**config.mk**
```make
export PLATFORM = sky130hd
export DESIGN_NAME = sbat_bus_if
export DESIGN_NICKNAME = d
export VERILOG_FILES = /design/src/rtl/sbat_buf2.v /design/src/rtl/sbat_bus_if.v /design/src/rtl/sbat_irq_regs.v
export VERILOG_INCLUDE_DIRS = /design/src /design/src/shared
export SDC_FILE = /design/constraint.sdc
export NUM_CORES = 1
export LEC_CHECK = 0
export ABC_AREA = 0
export CAP_MARGIN = 20
export CELL_PAD_IN_SITES_DETAIL_PLACEMENT = 1
export CELL_PAD_IN_SITES_GLOBAL_PLACEMENT = 2
export CORE_UTILIZATION = 41
export CTS_CLUSTER_SIZE = 16
export DETAILED_ROUTE_END_ITERATION = 7
export DONT_BUFFER_PORTS = 1
export GPL_TIMING_DRIVEN = 0
export PLACE_DENSITY = 0.9
export SLEW_MARGIN = 20
export SYNTH_ARGS = -nofsm -noshare
export SYNTH_HDL_FRONTEND = slang
export SYNTH_SLANG_ARGS = --single-unit
```
**constraint.sdc**
```tcl
create_clock -name clk_sys -period 5.9 [get_ports clk_sys]
set_input_delay 0 -clock clk_sys [delete_from_list [all_inputs] [get_ports clk_sys]]
set_output_delay 0 -clock clk_sys [all_outputs]
set_load 0.005 [all_outputs]
```
**src/shared/sbat_map.vh**
```
`ifndef SBAT_MAP_VH
`define SBAT_MAP_VH
// ====================================================================
// command / data identifier encoding
`define SBAT_CMD_DATA_BIT   4
`define SBAT_CMD_READ       4'h1
`define SBAT_CMD_WRITE      4'h2
`define SBAT_ID_LAST_BIT    0
`define SBAT_ID_ERR_BIT     1
// ====================================================================
// timing counts
`define SBAT_TURNAROUND     2'h2
`define SBAT_WXX_IDLE       2'h2
`define SBAT_BYTES_WORD     4'h4
`define SBAT_BUF_DEPTH      2
`endif
```
**src/rtl/sbat_buf2.v**
```verilog
`timescale 1ns/1ns
`default_nettype none
// ====================================================================
// two-entry skid buffer for outgoing write words
module sbat_buf2 (
    input  wire        clk_sys,
    input  wire        sys_rst,
    input  wire        in_valid,
    output wire        in_ready,
    input  wire [35:0] in_data,
    output wire        out_valid,
    input  wire        out_ready,
    output wire [35:0] out_data
);
    reg  [35:0] mem_q [0:1];   // storage
    reg         wp_q;          // write pointer
    reg         rp_q;          // read pointer
    reg  [1:0]  cnt_q;         // fill level

    assign in_ready  = (cnt_q != 2'h2);
    assign out_valid = (cnt_q != 2'h0);
    assign out_data  = mem_q[rp_q];

    // pointer and level update
    always @(posedge clk_sys) begin
        if (sys_rst) begin
            wp_q  <= 1'b0;
            rp_q  <= 1'b0;
            cnt_q <= 2'h0;
        end else begin
            if (in_valid && in_ready) begin
                mem_q[wp_q] <= in_data;
                wp_q        <= ~wp_q;
            end
            if (out_valid && out_ready)
                rp_q <= ~rp_q;
            case ({in_valid && in_ready, out_valid && out_ready})
                2'b10:   cnt_q <= cnt_q + 2'h1;
                2'b01:   cnt_q <= cnt_q - 2'h1;
                default: cnt_q <= cnt_q;
            endcase
        end
    end
endmodule // sbat_buf2
`default_nettype wire

```
**src/rtl/sbat_bus_if.v**
```verilog
// What this block does
// - cpu owns bus after reset by default
// - pending read: release, retake after end data
// - agent request at end keeps cpu slave
// - agent stays master while request held
// - retake bus two cycles after request drops
// - accept all agent cycles while slave
// - reset makes cpu master immediately
// - issued after accept two consecutive cycles
// - accept then drop kills command, retry
// - killed read: release, regain three later
// - write: command cycle then valid data cycles
// - up to four bytes one cycle, split 5-7
// - big writes four bytes, last tagged
// - data follows issue cycle at rate
// - only one read outstanding
// - release bus after read issue
// - external writes go to interrupts
// - any error response cycle raises bus error
// - command bit four marks data cycles
// - rates one word or word plus two idle
// - each valid cycle carries new values, except the command, which repeats each cycle until issued
`timescale 1ns/1ns
`default_nettype none
`include "sbat_map.vh"
module sbat_bus_if (
    input  wire        clk_sys,
    input  wire        sys_rst,
    input  wire        power_on_reset_n,
    // shared bus
    input  wire [31:0] addr_data_in,
    output reg  [31:0] addr_data_out,
    output wire        addr_data_oe,
    input  wire [4:0]  cmd_id_in,
    output reg  [4:0]  cmd_id_out,
    output wire        cmd_id_oe,
    output wire        cpu_owns_bus_n,
    output wire        cpu_valid_n,
    input  wire        ext_valid_n,
    input  wire        ext_accept_n,
    input  wire        ext_bus_request_n,
    // cpu request side
    input  wire        req_valid,
    output wire        req_ready,
    input  wire        req_is_read,
    input  wire [31:0] req_addr,
    input  wire [5:0]  req_bytes,
    input  wire        rate_wxx,
    input  wire        wr_valid,
    output wire        wr_ready,
    input  wire [31:0] wr_data,
    output reg         rd_data_valid,
    output reg  [31:0] rd_data_q,
    output reg         rd_done,
    output reg         bus_error_q,
    output wire [31:0] irq_state
);
    // ================================================================
    // states
    localparam [2:0] ST_IDLE = 3'h0;   // master, nothing to do
    localparam [2:0] ST_ADDR = 3'h1;   // presenting command
    localparam [2:0] ST_DATA = 3'h2;   // sending write words
    localparam [2:0] ST_SLV  = 3'h3;   // slave
    localparam [2:0] ST_GAP  = 3'h4;   // turnaround before retake
    localparam [2:0] ST_KILL = 3'h5;   // one cycle after a killed read

    reg  [2:0]  st_q;          // state
    reg  [2:0]  st_d;
    reg         own_q;         // master indicator, active high
    reg         valid_q;       // drive valid this cycle
    reg         acc_q;         // accept seen last cycle
    reg         rd_pend_q;     // read outstanding
    reg  [1:0]  gap_q;         // turnaround counter
    reg  [1:0]  idle_q;        // wxx idle counter
    reg  [5:0]  left_q;        // bytes left in current transaction
    reg  [5:0]  rest_q;        // bytes for a following split transaction
    reg         is_rd_q;       // current command is a read
    reg         split_q;       // current transfer is a small split piece
    reg         ewr_q;         // external write address seen
    reg         cur_last_q;    // last-word flag, only written by reset, stays low
    reg         retry_q;       // command dropped unissued, present again
    reg  [31:0] addr_q;        // start address of the current write
    wire        req_n_ok;      // agent not requesting
    wire        rst_any;
    wire        issued;
    wire        killed;
    wire        ext_data;
    wire        buf_valid;
    wire [35:0] buf_data;
    wire        buf_take;
    wire [5:0]  first_len;

    assign rst_any  = sys_rst | ~power_on_reset_n;
    assign req_n_ok = ext_bus_request_n;
    assign issued   = (st_q == ST_ADDR) && acc_q && !ext_accept_n;
    assign killed   = (st_q == ST_ADDR) && acc_q && ext_accept_n;
    assign ext_data = !own_q && !ext_valid_n && cmd_id_in[`SBAT_CMD_DATA_BIT];
    assign cpu_owns_bus_n = ~own_q;
    assign cpu_valid_n    = ~valid_q;
    assign addr_data_oe   = own_q;
    assign cmd_id_oe      = own_q;
    assign req_ready = (st_q == ST_IDLE) && !rd_pend_q && req_n_ok;

    // ================================================================
    // first piece length: split 5..7 into four plus rest
    function [5:0] sbat_first;
        input [5:0] n;
        begin
            if (n > 6'd4 && n < 6'd8)
                sbat_first = 6'd4;
            else
                sbat_first = n;
        end
    endfunction
    assign first_len = sbat_first(req_bytes);

    // ================================================================
    // write word buffer, stalls the source when full
    sbat_buf2 u_buf (
        .clk_sys   (clk_sys),
        .sys_rst   (rst_any),
        .in_valid  (wr_valid),
        .in_ready  (wr_ready),
        .in_data   ({4'h0, wr_data}),
        .out_valid (buf_valid),
        .out_ready (buf_take),
        .out_data  (buf_data)
    );
    // first word goes out right at the issue edge, so data follows the issue cycle
    assign buf_take = ((st_q == ST_DATA) || (issued && !is_rd_q)) && (idle_q == 2'h0)
                      && (left_q != 6'd0) && buf_valid;

    // ================================================================
    // interrupt store fed by external writes
    sbat_irq_regs u_irq (
        .clk_sys (clk_sys),
        .sys_rst (rst_any),
        .wr_en   (ext_data && ewr_q),
        .wr_data (addr_data_in),
        .irq_q   (irq_state)
    );

    // ================================================================
    // next state
    always @* begin
        st_d = st_q;
        case (st_q)
            ST_IDLE: begin
                if (!req_n_ok)
                    st_d = ST_SLV;
                else if (req_valid && !rd_pend_q)
                    st_d = ST_ADDR;
            end
            ST_ADDR: begin
                if (killed)
                    st_d = is_rd_q ? ST_KILL : ST_ADDR;
                else if (issued)
                    st_d = is_rd_q ? ST_SLV : ST_DATA;
                else if (!req_n_ok && ext_accept_n)
                    st_d = ST_SLV;
            end
            ST_DATA: begin
                // leave only after the last word and its idle cycles
                if (left_q == 6'd0 && idle_q == 2'h0)
                    st_d = (rest_q != 6'd0) ? ST_ADDR : ST_IDLE;
            end
            ST_KILL: st_d = ST_SLV;
            ST_SLV: begin
                if (req_n_ok && !rd_pend_q)
                    st_d = ST_GAP;
            end
            ST_GAP: begin
                if (!req_n_ok)
                    st_d = ST_SLV;
                // the edge that sees the release counts as the first turnaround cycle
                else if (gap_q == `SBAT_TURNAROUND - 2'h2)
                    st_d = retry_q ? ST_ADDR : ST_IDLE;
            end
            default: st_d = ST_IDLE;
        endcase
    end

    // ================================================================
    // sequential control
    always @(posedge clk_sys) begin
        if (rst_any) begin
            st_q        <= ST_IDLE;
            own_q       <= 1'b1;
            valid_q     <= 1'b0;
            acc_q       <= 1'b0;
            rd_pend_q   <= 1'b0;
            gap_q       <= 2'h0;
            idle_q      <= 2'h0;
            left_q      <= 6'd0;
            rest_q      <= 6'd0;
            is_rd_q     <= 1'b0;
            split_q     <= 1'b0;
            ewr_q       <= 1'b0;
            cur_last_q  <= 1'b0;
            retry_q     <= 1'b0;
            addr_q      <= 32'h0;
            addr_data_out <= 32'h0;
            cmd_id_out  <= 5'h0;
            rd_data_valid <= 1'b0;
            rd_data_q   <= 32'h0;
            rd_done     <= 1'b0;
            bus_error_q <= 1'b0;
        end else begin
            st_q          <= st_d;
            acc_q         <= !ext_accept_n;
            rd_data_valid <= 1'b0;
            rd_done       <= 1'b0;
            valid_q       <= 1'b0;
            own_q         <= (st_d == ST_IDLE) || (st_d == ST_ADDR) || (st_d == ST_DATA);
            gap_q         <= (st_q == ST_GAP) ? gap_q + 2'h1 : 2'h0;
            // take a new request
            if (st_q == ST_IDLE && st_d == ST_ADDR) begin
                is_rd_q <= req_is_read;
                addr_data_out <= req_addr;
                addr_q  <= req_addr;
                left_q  <= req_is_read ? 6'd0 : first_len;
                rest_q  <= req_is_read ? 6'd0 : req_bytes - first_len;
                split_q <= 1'b0;
            end
            // continue a split write with the remainder
            if (st_q == ST_DATA && st_d == ST_ADDR) begin
                left_q  <= rest_q;
                rest_q  <= 6'd0;
                split_q <= 1'b1;
                addr_data_out <= addr_q + 32'h4;
            end
            // address cycle: repeat command each cycle
            if (st_d == ST_ADDR) begin
                valid_q    <= 1'b1;
                cmd_id_out <= {1'b0, (st_q == ST_IDLE ? req_is_read : is_rd_q)
                                     ? `SBAT_CMD_READ : `SBAT_CMD_WRITE};
            end
            if (issued && is_rd_q)
                rd_pend_q <= 1'b1;
            if (issued && !is_rd_q)
                idle_q <= 2'h0;
            // killed read or bus lost before issue: come back with the same command
            if (st_q == ST_ADDR && !issued && st_d != ST_ADDR)
                retry_q <= 1'b1;
            if (st_q == ST_GAP && st_d == ST_ADDR)
                retry_q <= 1'b0;
            // data cycles at programmed rate
            if (st_q == ST_DATA || buf_take) begin
                if (buf_take) begin
                    valid_q       <= 1'b1;
                    addr_data_out <= buf_data[31:0];
                    cmd_id_out    <= {1'b1, 3'h0, left_q <= `SBAT_BYTES_WORD};
                    left_q        <= (left_q > `SBAT_BYTES_WORD) ?
                                     left_q - `SBAT_BYTES_WORD : 6'd0;
                    idle_q        <= rate_wxx ? `SBAT_WXX_IDLE : 2'h0;
                end else if (idle_q != 2'h0)
                    idle_q <= idle_q - 2'h1;          // hold data
            end
            // external cycles while slave
            if (!own_q && !ext_valid_n) begin
                if (!cmd_id_in[`SBAT_CMD_DATA_BIT])
                    ewr_q <= (cmd_id_in[3:0] == `SBAT_CMD_WRITE);
                else if (ewr_q)
                    ewr_q <= 1'b0;
                else if (rd_pend_q) begin
                    rd_data_valid <= 1'b1;
                    rd_data_q     <= addr_data_in;
                    if (cmd_id_in[`SBAT_ID_ERR_BIT])
                        bus_error_q <= 1'b1;
                    if (cmd_id_in[`SBAT_ID_LAST_BIT]) begin
                        rd_pend_q <= 1'b0;
                        rd_done   <= 1'b1;
                    end
                end
            end
            if (req_valid && req_ready)
                bus_error_q <= 1'b0;
        end
    end

    // split and last flags drive no logic; the split address step comes from the state change
    wire unused_ok = split_q | cur_last_q | (|buf_data[35:32]);
endmodule // sbat_bus_if
`default_nettype wire

```
**src/rtl/sbat_irq_regs.v**
```verilog
`timescale 1ns/1ns
`default_nettype none
// ====================================================================
// interrupt input store: the only target of external writes
module sbat_irq_regs (
    input  wire        clk_sys,
    input  wire        sys_rst,
    input  wire        wr_en,
    input  wire [31:0] wr_data,
    output reg  [31:0] irq_q
);
    // latch written word, address ignored
    always @(posedge clk_sys) begin
        if (sys_rst)
            irq_q <= 32'h0;
        else if (wr_en)
            irq_q <= wr_data;
    end
endmodule // sbat_irq_regs
`default_nettype wire

```
# Word-level counts from Yosys, hierarchy flattened
# Memory sizes are Yosys's and may differ from the RTL's. A register that Yosys moved wholly into a read port is not among the register bits.
# Cells that the tools add are included.
# Widths: inputs -> output; s select.
# totals
output_inout_bits	110
rom_bits	0
n_memories	1
ramBits	64
reg_bits	166
latch_bits	0
# op_classes
mul	0
shift	0
order_cmp	4
n_bitwise	11
reduce_logical	55
mux	54
add_sub_neg	7
eq_ne	12
div	0
# memory_table
name	words	width	read_ports	rd_clocked_by_memory_dff	wr	line_no	rtl
u_buf.mem_q	2	32	1	1	1	sbat_buf2.v:15	reg [35:0] mem_q [0:1];
# ops
cell	n
$mux 32	4
$mux 6	8
$add 32x3->32 const B	1
$mux 3	10
$logic_and 1x1->1	26
$mux 1	21
$pmux 3 s6	1
$mux 5	3
$gt 6x3->1 const B	2
$mux 2	6
$reduce_bool 6->1	2
$not 1->1	10
$eq 3x2->1 const B	3
$reduce_or 2->1	4
$logic_not 1->1	7
$eq 3x1->1 const B	2
$eq 3x3->1 const B	2
$le 6x3->1 const B	1
$logic_not 3->1	2
$logic_not 6->1	1
$lt 6x4->1 const B	1
$reduce_bool 2->1	3
$sub 6x3->6 const B	1
$sub 6x6->6	1
other kinds (15)	21

# Logic depth before layout (Yosys ltp)
# Gate-level depths: netlist of the first run.
# depth
ltp_word	12
mapped_depth	10

# By module
# A second synthesis of the first run with hierarchy kept.
# hier_totals
hier_cells	986
hier_area_um2	10119.7
# modules_own_cells
mod	seq_area_each_um2	instances	cells_per_inst	area_per_inst_um2
sbat_bus_if	2602.5	1	745	6140.9
sbat_buf2	2262.2	1	138	2815.2
sbat_irq_regs	640.6	1	103	1163.6

# Worst setup path before layout of the first run
# No wires, ideal clock.
# synth_timing
path_type	register to register
start	reg u_buf.cnt_q[0]
end	mem u_buf.mem_q[0][0] (netlist name) (enable)
path_slack_ns	2.542
arrival_time_ns	2.897
path_stages_with_launch	4
setup_ns	0.461
required_time_ns	5.439
n_path_buf	0
path_cell_list	dfxtp_1 > nand2b_1 > nand2_1 > nor3_1
# synth_via
elab_chain_len	5
# synth_lines
element	line_no	rtl
start: declaration	sbat_buf2.v:18	reg [1:0] cnt_q;
start signal: assignment	sbat_buf2.v:38	2'b10: cnt_q <= cnt_q + 2'h1;
start signal: assignment	sbat_buf2.v:39	2'b01: cnt_q <= cnt_q - 2'h1;
start signal: assignment	sbat_buf2.v:40	default: cnt_q <= cnt_q;
$ne 2x2->1	sbat_buf2.v:20	assign in_ready = (cnt_q != 2'h2);
named net wr_ready	sbat_bus_if.v:50	output wire wr_ready,
$logic_and 1x1->1	sbat_buf2.v:31	if (in_valid && in_ready) begin
$mux 1	sbat_buf2.v:31	
$mux 1	sbat_buf2.v:26	if (sys_rst) begin
$mux 1 (not written as such)	sbat_buf2.v:32	mem_q[wp_q] <= in_data;
end: declaration	sbat_buf2.v:15	
# The timed path passes the listed nets, and every way through them passes these cells.

# Final worst setup path of the first run
# layout_timing
start	reg left_q[2]
end	reg u_buf.cnt_q[1]
# layout_via
elab_chain_len	6
elab_cells_between_ends	8
# layout_lines
element	line_no	rtl
start: declaration	sbat_bus_if.v:75	reg [5:0] left_q;
start signal: assignment	sbat_bus_if.v:221	left_q <= req_is_read ? 6'd0 : first_len;
start signal: assignment	sbat_bus_if.v:227	left_q <= rest_q;
start signal: assignment	sbat_bus_if.v:253	left_q <= (left_q > `SBAT_BYTES_WORD) ?
$reduce_bool 6->1 (*)	sbat_bus_if.v:131	&& (left_q != 6'd0) && buf_valid;
$logic_and 1x1->1 (*) (2 in series)	sbat_bus_if.v:131	
$logic_and 1x1->1 (*)	sbat_buf2.v:37	case ({in_valid && in_ready, out_valid && out_ready})
$eq 2x1->1 / $eq 2x2->1 (equally long branches)	sbat_buf2.v:37	
$pmux 2 s2 / $reduce_bool 2->1 (equally long branches)	n/a	
# Every way passes the cells marked *; elsewhere a longest branch is shown, timed or not.
# A chain may end at the register's enable or synchronous reset.

==> results of run 1 <==
==> final cells by class <==
class,instances,area (um2)
fillers,2600,10700
flip-flops and latches,231,5270
multi-input cells,699,3930
repair buffers,123,1220
clock buffers,37,773
well taps,285,357
plain buffers,69,295
clock inverters,11,76.3
inverters,14,52.6
diodes,3,7.51
==> per-layer routing <==
layer,track usage (%),vias up,wire length [um]
li1,-,3863,-
met1,30.8,4036,12600
met2,49.3,305,16400
met3,8.85,55,2990
met4,7.21,0,852
met5,0,-,0
==> logic make-up (layout without fill, tap and decap cells) <==
group           Yosys count  after routing  share of synthesized area (%)
compound gates          231            231                           14.4
xor+xnor                 30             30                           2.76
fa+ha+maj                 8              8                           1.05
buf+inv                  83            254                           3.65
flops                   231            231                           55.3
mux                      34             34                           3.68
other cells               2              5                         0.0788
simple gates            394            394                           19.2
==> final timing paths <==
| check | startpoint | to | slack (ps) | cells past startpoint |
|---|---|---|---|---|
| worst min register to register | gap_q[0] | gap_q[0] | 420 | 1 |
| worst max register to register | left_q[2] | u_buf.cnt_q[1] | 2750 | 9 |
| worst min-delay path | cmd_id_in[4] | rd_data_q[30] | 10 | 3 |
| worst max-delay path | left_q[2] | u_buf.cnt_q[1] | 2750 | 9 |
==> repair_timing <==
action                                 4_1_cts  5_1_grt
setup endpoints to repair                    0        0
endpoints found under the hold margin      213        0
hold buffers                               117        0
==> Yosys cell counts (all sizes together), types with 3 or more instances <==
library cell / n
nand2: 244
dfxtp: 167
a21oi: 135
edfxtp: 64
clkbuf: 49
nor2: 35
mux2i: 26
nand3: 21
buf: 20
o21ai: 20
nor3: 19
a31oi: 17
o22ai: 16
xor2: 16
inv: 14
xnor2: 14
and3: 10
nand4: 10
ha: 8
mux2: 8
nor3b: 8
o221ai: 7
or3: 6
a22oi: 5
nand2b: 5
nor4: 5
o211a: 5
a211oi: 4
and2: 4
and4: 4
nand3b: 4
nand4b: 4
nor2b: 3
nor4b: 3
o311ai: 3
o31ai: 3
or3b: 3
==> worst max-delay path, stage by stage (launching register included) <==
cell and delay, ps:
dfxtp_1 400, inv_1 110, ha_1 250, a2111oi_0 410
nand3b_1 390, inv_2 290, buf_2 370, ha_1 330
or3_1 380, a21oi_1 140
==> stage by stage <==
step                total power [mW]  setup WS (ps)  cells
floorplan                       1.80           2540   1013
global placement                1.85            689   1298
detailed placement              1.86           2820   1304
CTS                             3.51           2790   1469
global route                    3.60           2610   1472
finish                          3.50           2750   1472
==> power breakdown <==
group	internal (mW)	switching, mW
Sequential	1.65	0.0186
Combinational	0.0983	0.133
Clock	0.950	0.645
==> cells in the final DEF, fill, tap and decap left out, types with 8 or more instances in the layout <==
| cell | count |
|---|---|
| nor2_1 | 35 |
| edfxtp_1 | 64 |
| ha_1 | 8 |
| o21ai_0 | 20 |
| dfxtp_1 | 167 |
| nor3b_1 | 8 |
| xor2_1 | 16 |
| and3_1 | 10 |
| buf_2 | 14 |
| buf_4 | 9 |
| a21oi_1 | 135 |
| mux2_2 | 8 |
| nand4_1 | 10 |
| mux2i_1 | 26 |
| nand3_1 | 20 |
| clkbuf_16 | 27 |
| dlygate4sd3_1 | 117 |
| nand2_1 | 244 |
| xnor2_1 | 14 |
| clkbuf_1 | 53 |
| o22ai_1 | 16 |
| inv_1 | 13 |
| a31oi_1 | 17 |
| nor3_1 | 14 |
==> registers in the layout (all words and copies together) (netlist names), 2 cells and up, named ones only <==
name,count
idle_q,2
rd_data_q,32
addr_q,32
u_irq.irq_q,32
left_q,6
u_buf.cnt_q,2
u_buf.mem_q,64
st_q,3
cmd_id_out,5
gap_q,2
rest_q,6
addr_data_out,32
==> flow_summary.json, run 1 <==
{
  "outcome": "completed",
  "cts_made_buffers": 26,
  "ant_nets": 0,
  "grt_overflow": 0,
  "cp-start-kind": "flop",
  "holdWs_ps": 14.9,
  "grt_pass1_wl_um": 50100,
  "synth.top_cell.area_share_pct": 35.1,
  "post-route-min-period_ps": 3150,
  "wirelength_um": 32900,
  "root_buffer": "clkbuf_16",
  "yosys_warnings": 0,
  "post-route-period-util_pct": 53.4,
  "cts_sinks": 231,
  "wire_per_inst_um": 22.3,
  "timing.fmax_mhz": 317,
  "rows": 55,
  "worstSetupPathType": "flop to flop",
  "hold_viol": 0,
  "synth.distinct_cells": 67,
  "gp_congestion": 0.863,
  "grt_max_degree": 14,
  "worstPathRequired_ps": 6340,
  "relSlewSlack_pct": 29.6,
  "tritoncts": "done",
  "drt-initial-drc-count": 394,
  "ys.flop_type": "dfxtp_1",
  "initial_core_util_pct": 42.0,
  "die_height_um": 154,
  "fin_area_um2": 12000,
  "die_width_um": 154,
  "syn_area_um2": 9530,
  "tightest_slew_ps": 1060,
  "fin_skew_ps": 16.3,
  "core_area_um2": 22700,
  "drive_gt1_share_pct": 7.52,
  "grt_usage_pct": 27.3,
  "syn_inst": 1013,
  "grt_pass1_vias": 8871,
  "ys_seq_area_share_pct": 55.3,
  "layout.nets": 1289,
  "synth-edff-count": 64,
  "dr.pass1.iters": 5,
  "yosys-top-cells-area": "dfxtp_1 35%, edfxtp_1 20%, nand2_1 9.6%",
  "cts_resized": 0,
  "synth.largest_area_cell": "dfxtp_1",
  "post-route-util_pct": 52.7,
  "io_pins": 227,
  "area_delta_synth_final_pct": 25.6,
  "leakage_nw": 4.07,
  "dieArea_um2": 23900,
  "vias": 8259,
  "antenna_found_initial": 3,
  "clock_latency_ps": 530,
  "htree_levels": 1,
  "setup_viol": 0,
  "vias_per_cell": 5.61,
  "place_area_um2": 9940,
  "fin_setup_tns_ps": 0,
  "dpl.hpwl_um": 22900,
  "worstPathMaxFanout": 10,
  "max-cap-violations": 0,
  "slew_viol_final": 0,
  "port_buffers": 0,
  "ys_seq_elements": 231,
  "cp_data_arrival_time_ps": 3590,
  "syn_nets": 1138,
  "rsz0062_at_grt": "false",
  "syn_avg_cell_area_um2": 9.41,
  "drc": 0,
  "max-vdd-ir-drop_uv": 206,
  "clockBufferDepth": 3,
  "post-cts-setup-buffers": 0,
  "clk_pin_slew_worst_paths_ps": 60,
  "synthArstFlopShare_pct": 0,
  "end_kind": "flop",
  "power_density_nw_per_um2": 292,
  "min_path_type": "input port to flop"
}
Note: power is estimated with default switching activity, not from simulation.
==> run 2, diff against run 1 <==
--- a/config.mk
+++ b/config.mk
@@ -10,12 +10,12 @@
 export CAP_MARGIN = 20
 export CELL_PAD_IN_SITES_DETAIL_PLACEMENT = 1
 export CELL_PAD_IN_SITES_GLOBAL_PLACEMENT = 2
-export CORE_UTILIZATION = 41
+export CORE_UTILIZATION = 38
 export CTS_CLUSTER_SIZE = 16
 export DETAILED_ROUTE_END_ITERATION = 7
 export DONT_BUFFER_PORTS = 1
 export GPL_TIMING_DRIVEN = 0
-export PLACE_DENSITY = 0.9
+export PLACE_DENSITY = 0.85
 export SLEW_MARGIN = 20
 export SYNTH_ARGS = -nofsm -noshare
 export SYNTH_HDL_FRONTEND = slang
==> constraint.sdc (replaced) <==
create_clock -name clk_sys -period 3.18 [get_ports clk_sys]
set_input_delay 0 -clock clk_sys [delete_from_list [all_inputs] [get_ports clk_sys]]
set_output_delay 0 -clock clk_sys [all_outputs]
set_load 0.005 [all_outputs]
==> run 2 against run 1 <==
Net effect:
- design area is 1.5% higher
- sequential share of layout area is 0.64 points lower
- maximum frequency is 9.2% higher
- clock-buffer cell count stayed put
- clock power is 100% higher
- power is 94% higher
- hold slack better by 17 ps
- critical path depth is 1 higher
- combinational power is 86% higher
- flip-flop and latch count stayed put
- utilization is 3.1 points lower
- global-route usage is 1.6 points lower
==> flow_summary.json, run 2 (synthesis gave the netlist of run 1 again) <==
{
  "leakage_nw": 4.12,
  "r2r_cells": 10,
  "fin_skew_ps": 7.72,
  "drt-initial-drc-count": 437,
  "top_register": "u_buf.mem_q",
  "hold_viol": 0,
  "drive_gt1_share_pct": 7.82,
  "outcome": "completed",
  "slew_viol_final": 0,
  "max-vdd-ir-drop_uv": 340,
  "post-route-min-period_ps": 2890,
  "final_common_cell": "nand2_1",
  "max-cap-violations": 0,
  "final_cell_mix": "244 x nand2_1, 167 x dfxtp_1, 135 x a21oi_1",
  "relSlewSlack_pct": 33.9,
  "worstPathMaxFanout": 10,
  "worstSetupPathType": "flop to flop",
  "place_area_um2": 10000,
  "largest_reg_flops": 64,
  "hold_depth": 4,
  "clock_latency_ps": 530,
  "cp_top_family": "buffers and inverters",
  "fin_setup_tns_ps": 0,
  "min_path_type": "input port to flop",
  "gp_congestion": 0.835,
  "slowest_delay_ps": 400,
  "cts_made_buffers": 26,
  "initial_core_util_pct": 38.9,
  "area_delta_synth_final_pct": 27.5,
  "crit_buf_inv": 4,
  "root_buffer": "clkbuf_16",
  "htree_levels": 1,
  "pre_cts_ws_ps": 169,
  "reg2reg_to": "u_buf.cnt_q[1]",
  "wire_per_inst_um": 22.0,
  "grt_overflow": 0,
  "dpl.hpwl_um": 23400,
  "fin_area_um2": 12100,
  "ant_nets": 0,
  "grt_max_degree": 14,
  "vias_per_cell": 5.40,
  "worstPathRequired_ps": 3640,
  "rows": 57,
  "io_pins": 227,
  "dr.pass1.iters": 4,
  "setup_viol": 0,
  "vias": 8191,
  "min_from": "cmd_id_in[4]",
  "clockBufferDepth": 3,
  "core_area_um2": 24500,
  "antenna_found_initial": 5,
  "port_buffers": 0,
  "rr_startpoint": "left_q[2]",
  "drc": 0,
  "timing.fmax_mhz": 346,
  "grt_pass1_vias": 9011,
  "cts_sinks": 231,
  "cp_data_arrival_time_ps": 3350,
  "post-route-period-util_pct": 90.8,
  "grt_pass1_wl_um": 51300,
  "power_density_nw_per_um2": 557,
  "tightest_slew_ps": 991,
  "worst_path_max_delay_cell": "or3_1",
  "holdPathEnd": "rd_data_q[31]",
  "wirelength_um": 33400,
  "dieArea_um2": 25700,
  "nFillCells": 2778,
  "end_kind": "flop",
  "cp-start-kind": "flop",
  "clk_pin_slew_worst_paths_ps": 60,
  "setup_slack_ps": 292,
  "crit_chain": "inv_1 -> ha_1 -> a2111oi_0 -> nand3b_1 -> buf_4 -> inv_2 -> buf_2 -> ha_1 -> or3_1 -> a21oi_1",
  "die_width_um": 160,
  "die_height_um": 160,
  "tritoncts": "done",
  "grt_usage_pct": 25.7,
  "ff2ff_setup_slack_ps": 290,
  "crit_top_cell": "ha_1",
  "layout.nets": 1294,
  "rsz0062_at_grt": "false"
}
run 2: worst max-delay path by stage:
stage	from	endpoint	slack, ps	cells after the start
2_1_floorplan	u_buf.cnt_q[0]	u_buf.mem_q[0][0]	-180	3
3_3_place_gp	sys_rst	u_buf.mem_q[1][24]	-2330	5
3_5_place_dp	left_q[2]	u_buf.cnt_q[1]	170	9
4_1_cts	left_q[2]	u_buf.cnt_q[1]	140	9
5_1_grt	left_q[2]	u_buf.cnt_q[1]	170	10
6_report	left_q[2]	u_buf.cnt_q[1]	290	10
run 2: per-stage QoR:
stage	power [mW]	hold WS (ps)	utilization, %	std cells
2_1_floorplan	3.34	72.4	-	1013
3_3_place_gp	3.44	73.4	40.6	1337
3_5_place_dp	3.45	76.6	40.9	1345
4_1_cts	6.81	36.2	49.6	1511
5_1_grt	6.99	38.3	49.6	1516
6_report	6.77	32.1	49.6	1516
run 2: report_power, final:
part	leakage (nW)	internal (mW)	switching, mW
clock network	0.459	2.00	1.24
registers	1.93	3.07	0.0335
logic	1.74	0.184	0.246
total	4.12	5.25	1.52
run 2: area by class of cell:
cell class / count / area [um2] / area share (%)
plain buffers: 69 / 295 / 2.43
diodes: 3 / 7.51 / 0.0618
repair buffers: 128 / 1260 / 10.4
flip-flops and latches: 231 / 5270 / 43.4
clock inverters: 11 / 166 / 1.37
well taps: 324 / 405 / 3.34
clock buffers: 37 / 764 / 6.29
inverters: 14 / 52.6 / 0.433
multi-input cells: 699 / 3930 / 32.3
run 2: worst min-delay path: cells and delay by family:
family          cells  cell delay, ps
simple gates        2             280
buf+inv             1             190
compound gates      1              50
run 2: layer usage:
metal	GRT usage [%]	up-vias	share of wire (%)
met5	0	-	0.069
met4	6.28	4	1.9
met3	7.31	43	8.0
met2	45.9	255	50
met1	30.3	3994	40
li1	-	3895	-
run 2: what timing repair did:
| item | CTS | global route |
|---|---|---|
| hold endpoints to repair | 217 | 0 |
| hold buffers | 118 | 0 |
| endpoints found under the setup margin | 0 | 1 |
| resized for setup | 0 | 0 |
| setup buffers | 0 | 2 |
==> run 3, diff against run 2 <==
--- a/config.mk
+++ b/config.mk
@@ -15,7 +15,7 @@
 export DETAILED_ROUTE_END_ITERATION = 7
 export DONT_BUFFER_PORTS = 1
 export GPL_TIMING_DRIVEN = 0
-export PLACE_DENSITY = 0.85
+export PLACE_DENSITY = 0.81
 export SLEW_MARGIN = 20
 export SYNTH_ARGS = -nofsm -noshare
 export SYNTH_HDL_FRONTEND = slang
==> run 3 against run 2 <==
Net effect:
- largest power group is now registers
- sequential power hardly changed
- combinational power barely moved
- non-clock buffer count shrank 1
- largest cell class unchanged
- critical path depth unchanged
- highest routed layer is now met4
==> flow_summary.json, run 3 (synthesis gave the netlist of run 1 again) <==
{
  "crit_buf_inv": 4,
  "die_height_um": 160,
  "crit_end": "u_buf.cnt_q[1]",
  "die_width_um": 160,
  "port_buffers": 0,
  "io_pins": 227,
  "dpl.hpwl_um": 23500,
  "top_register": "u_buf.mem_q",
  "clockBufferDepth": 3,
  "max-vdd-ir-drop_uv": 342,
  "cp_top_family": "buffers and inverters",
  "core_area_um2": 24500,
  "cp_data_arrival_time_ps": 3270,
  "grt_overflow": 0,
  "end_kind": "flop",
  "vias_per_cell": 5.41,
  "tightest_slew_ps": 989,
  "relSlewSlack_pct": 34.1,
  "power_density_nw_per_um2": 547,
  "hold_viol": 0,
  "fin_skew_ps": 11.2,
  "rows": 57,
  "slowest_delay_ps": 380,
  "tritoncts": "done",
  "final_cell_mix": "244 x nand2_1, 167 x dfxtp_1, 135 x a21oi_1",
  "crit_start": "left_q[2]",
  "vias": 8184,
  "final_common_cell": "nand2_1",
  "layout.nets": 1293,
  "cts_made_buffers": 26,
  "worst_path_max_delay_cell": "dfxtp_1",
  "ff2ff_setup_slack_ps": 380,
  "post-route-period-util_pct": 88.2,
  "grt_max_degree": 14,
  "slew_viol_final": 0,
  "crit_top_cell": "ha_1",
  "htree_levels": 1,
  "crit_chain": "inv_1 -> ha_1 -> a2111oi_0 -> nand3b_1 -> buf_4 -> inv_2 -> buf_2 -> ha_1 -> or3_1 -> a21oi_1",
  "clk_pin_slew_worst_paths_ps": 60,
  "cp-start-kind": "flop",
  "gp_congestion": 0.841,
  "leakage_nw": 4.10,
  "grt_usage_pct": 25.3,
  "area_delta_synth_final_pct": 26.7,
  "timing.fmax_mhz": 357,
  "max-cap-violations": 0,
  "setup_viol": 0,
  "reg2reg_to": "u_buf.cnt_q[1]",
  "dr.pass1.iters": 5,
  "drive_gt1_share_pct": 8.00,
  "r2r_cells": 10,
  "wire_per_inst_um": 21.7,
  "drt-initial-drc-count": 393,
  "drc": 0,
  "worstSetupPathType": "flop to flop",
  "outcome": "completed",
  "antenna_found_initial": 2,
  "fin_setup_tns_ps": 0,
  "rsz0062_at_grt": "false",
  "grt_pass1_vias": 8745,
  "ant_nets": 0,
  "initial_core_util_pct": 38.9,
  "min_path_type": "input port to flop",
  "clock_latency_ps": 540,
  "nFillCells": 2772,
  "rr_startpoint": "left_q[2]",
  "cp.depth": 10,
  "cts_sinks": 231,
  "dieArea_um2": 25700,
  "root_buffer": "clkbuf_16",
  "post-route-min-period_ps": 2800,
  "grt_pass1_wl_um": 50100,
  "post-route-util_pct": 49.4,
  "worstPathRequired_ps": 3640,
  "wirelength_um": 32800,
  "worstPathMaxFanout": 10,
  "largest_reg_flops": 64
}
==> run 3: cell types whose count changed in the layout (fill, tap and decap cells not counted) <==
| cell | previous run | this run |
|---|---|---|
| diode_2 | 3 | 2 |
| clkinv_1 | 1 | 0 |
| clkinv_4 | 0 | 1 |
| buf_6 | 3 | 1 |
| inv_4 | 1 | 0 |
| clkinv_2 | 4 | 8 |
| clkbuf_16 | 28 | 26 |
| buf_4 | 11 | 13 |
| bufinv_16 | 4 | 3 |
| clkbuf_1 | 55 | 54 |
| clkbuf_8 | 3 | 4 |
| dlygate4sd3_1 | 118 | 117 |
==> run 3: timing repair <==
action                                 in CTS  in global routing
buffers inserted                            0                  2
setup endpoints to repair                   0                  1
hold buffers                              117                  0
endpoints found under the hold margin     219                  0
resized for setup                           0                  0
==> run 3: per-layer routing <==
metal,GRT usage (%),up-vias,wire length [um]
li1,-,3867,-
met1,29.4,3980,13200
met2,44.4,275,16100
met3,7.02,62,2480
met4,9.05,0,1080
met5,0,-,0
==> run 3: worst min path at each step <==
stage                startpoint            to  slack [ps]  cells after the start
3_3_place_gp       ext_accept_n         acc_q          70                      1
6_report              req_valid  addr_data_oe          90                      5
3_5_place_dp       ext_accept_n         acc_q          80                      1
5_1_grt        power_on_reset_n       st_q[2]         120                      4
2_1_floorplan      ext_accept_n         acc_q          70                      1
4_1_cts               req_valid  addr_data_oe          60                      5
==> run 3: worst reg2reg max path, delay by kind of cell (launching register included) <==
| family | cells | cell delay (ps) |
|---|---|---|
| buffers and inverters | 4 | 760 |
| adders and majority gates | 2 | 580 |
| AOI/OAI and AO/OA | 2 | 510 |
| and+or+nand+nor | 2 | 500 |
| DFF | 1 | 380 |
==> run 3: layout make-up <==
cell class	count	area, um2	area share (%)
Timing Repair Buffer	127	1250	10.3
Inverter	14	52.6	0.435
Tap cell	324	405	3.36
Antenna cell	2	5.00	0.0415
Clock buffer	35	724	6.00
Sequential cell	231	5270	43.6
Buffer	69	295	2.45
Multi-Input combinational cell	699	3930	32.5
Clock inverter	13	155	1.28
==> run 3: stage by stage <==
step           area [um2]  setup WS (ps)  instances  hold WS (ps)  power, mW
2_1_floorplan        9530           -178       1013          72.4       3.34
3_3_place_gp         9930          -2480       1337          74.0       3.45
3_5_place_dp        10000            169       1345          75.6       3.45
4_1_cts             12100            163       1510          61.4       6.65
5_1_grt             12100            188       1514           116       6.80
6_report            12100            376       1514          93.8       6.60
==> run 3: where the power goes <==
group,switching [mW],internal [mW],total (mW)
registers,0.0330,3.07,3.10
logic,0.245,0.183,0.428
clock network,1.23,1.84,3.07
total,1.51,5.09,6.60
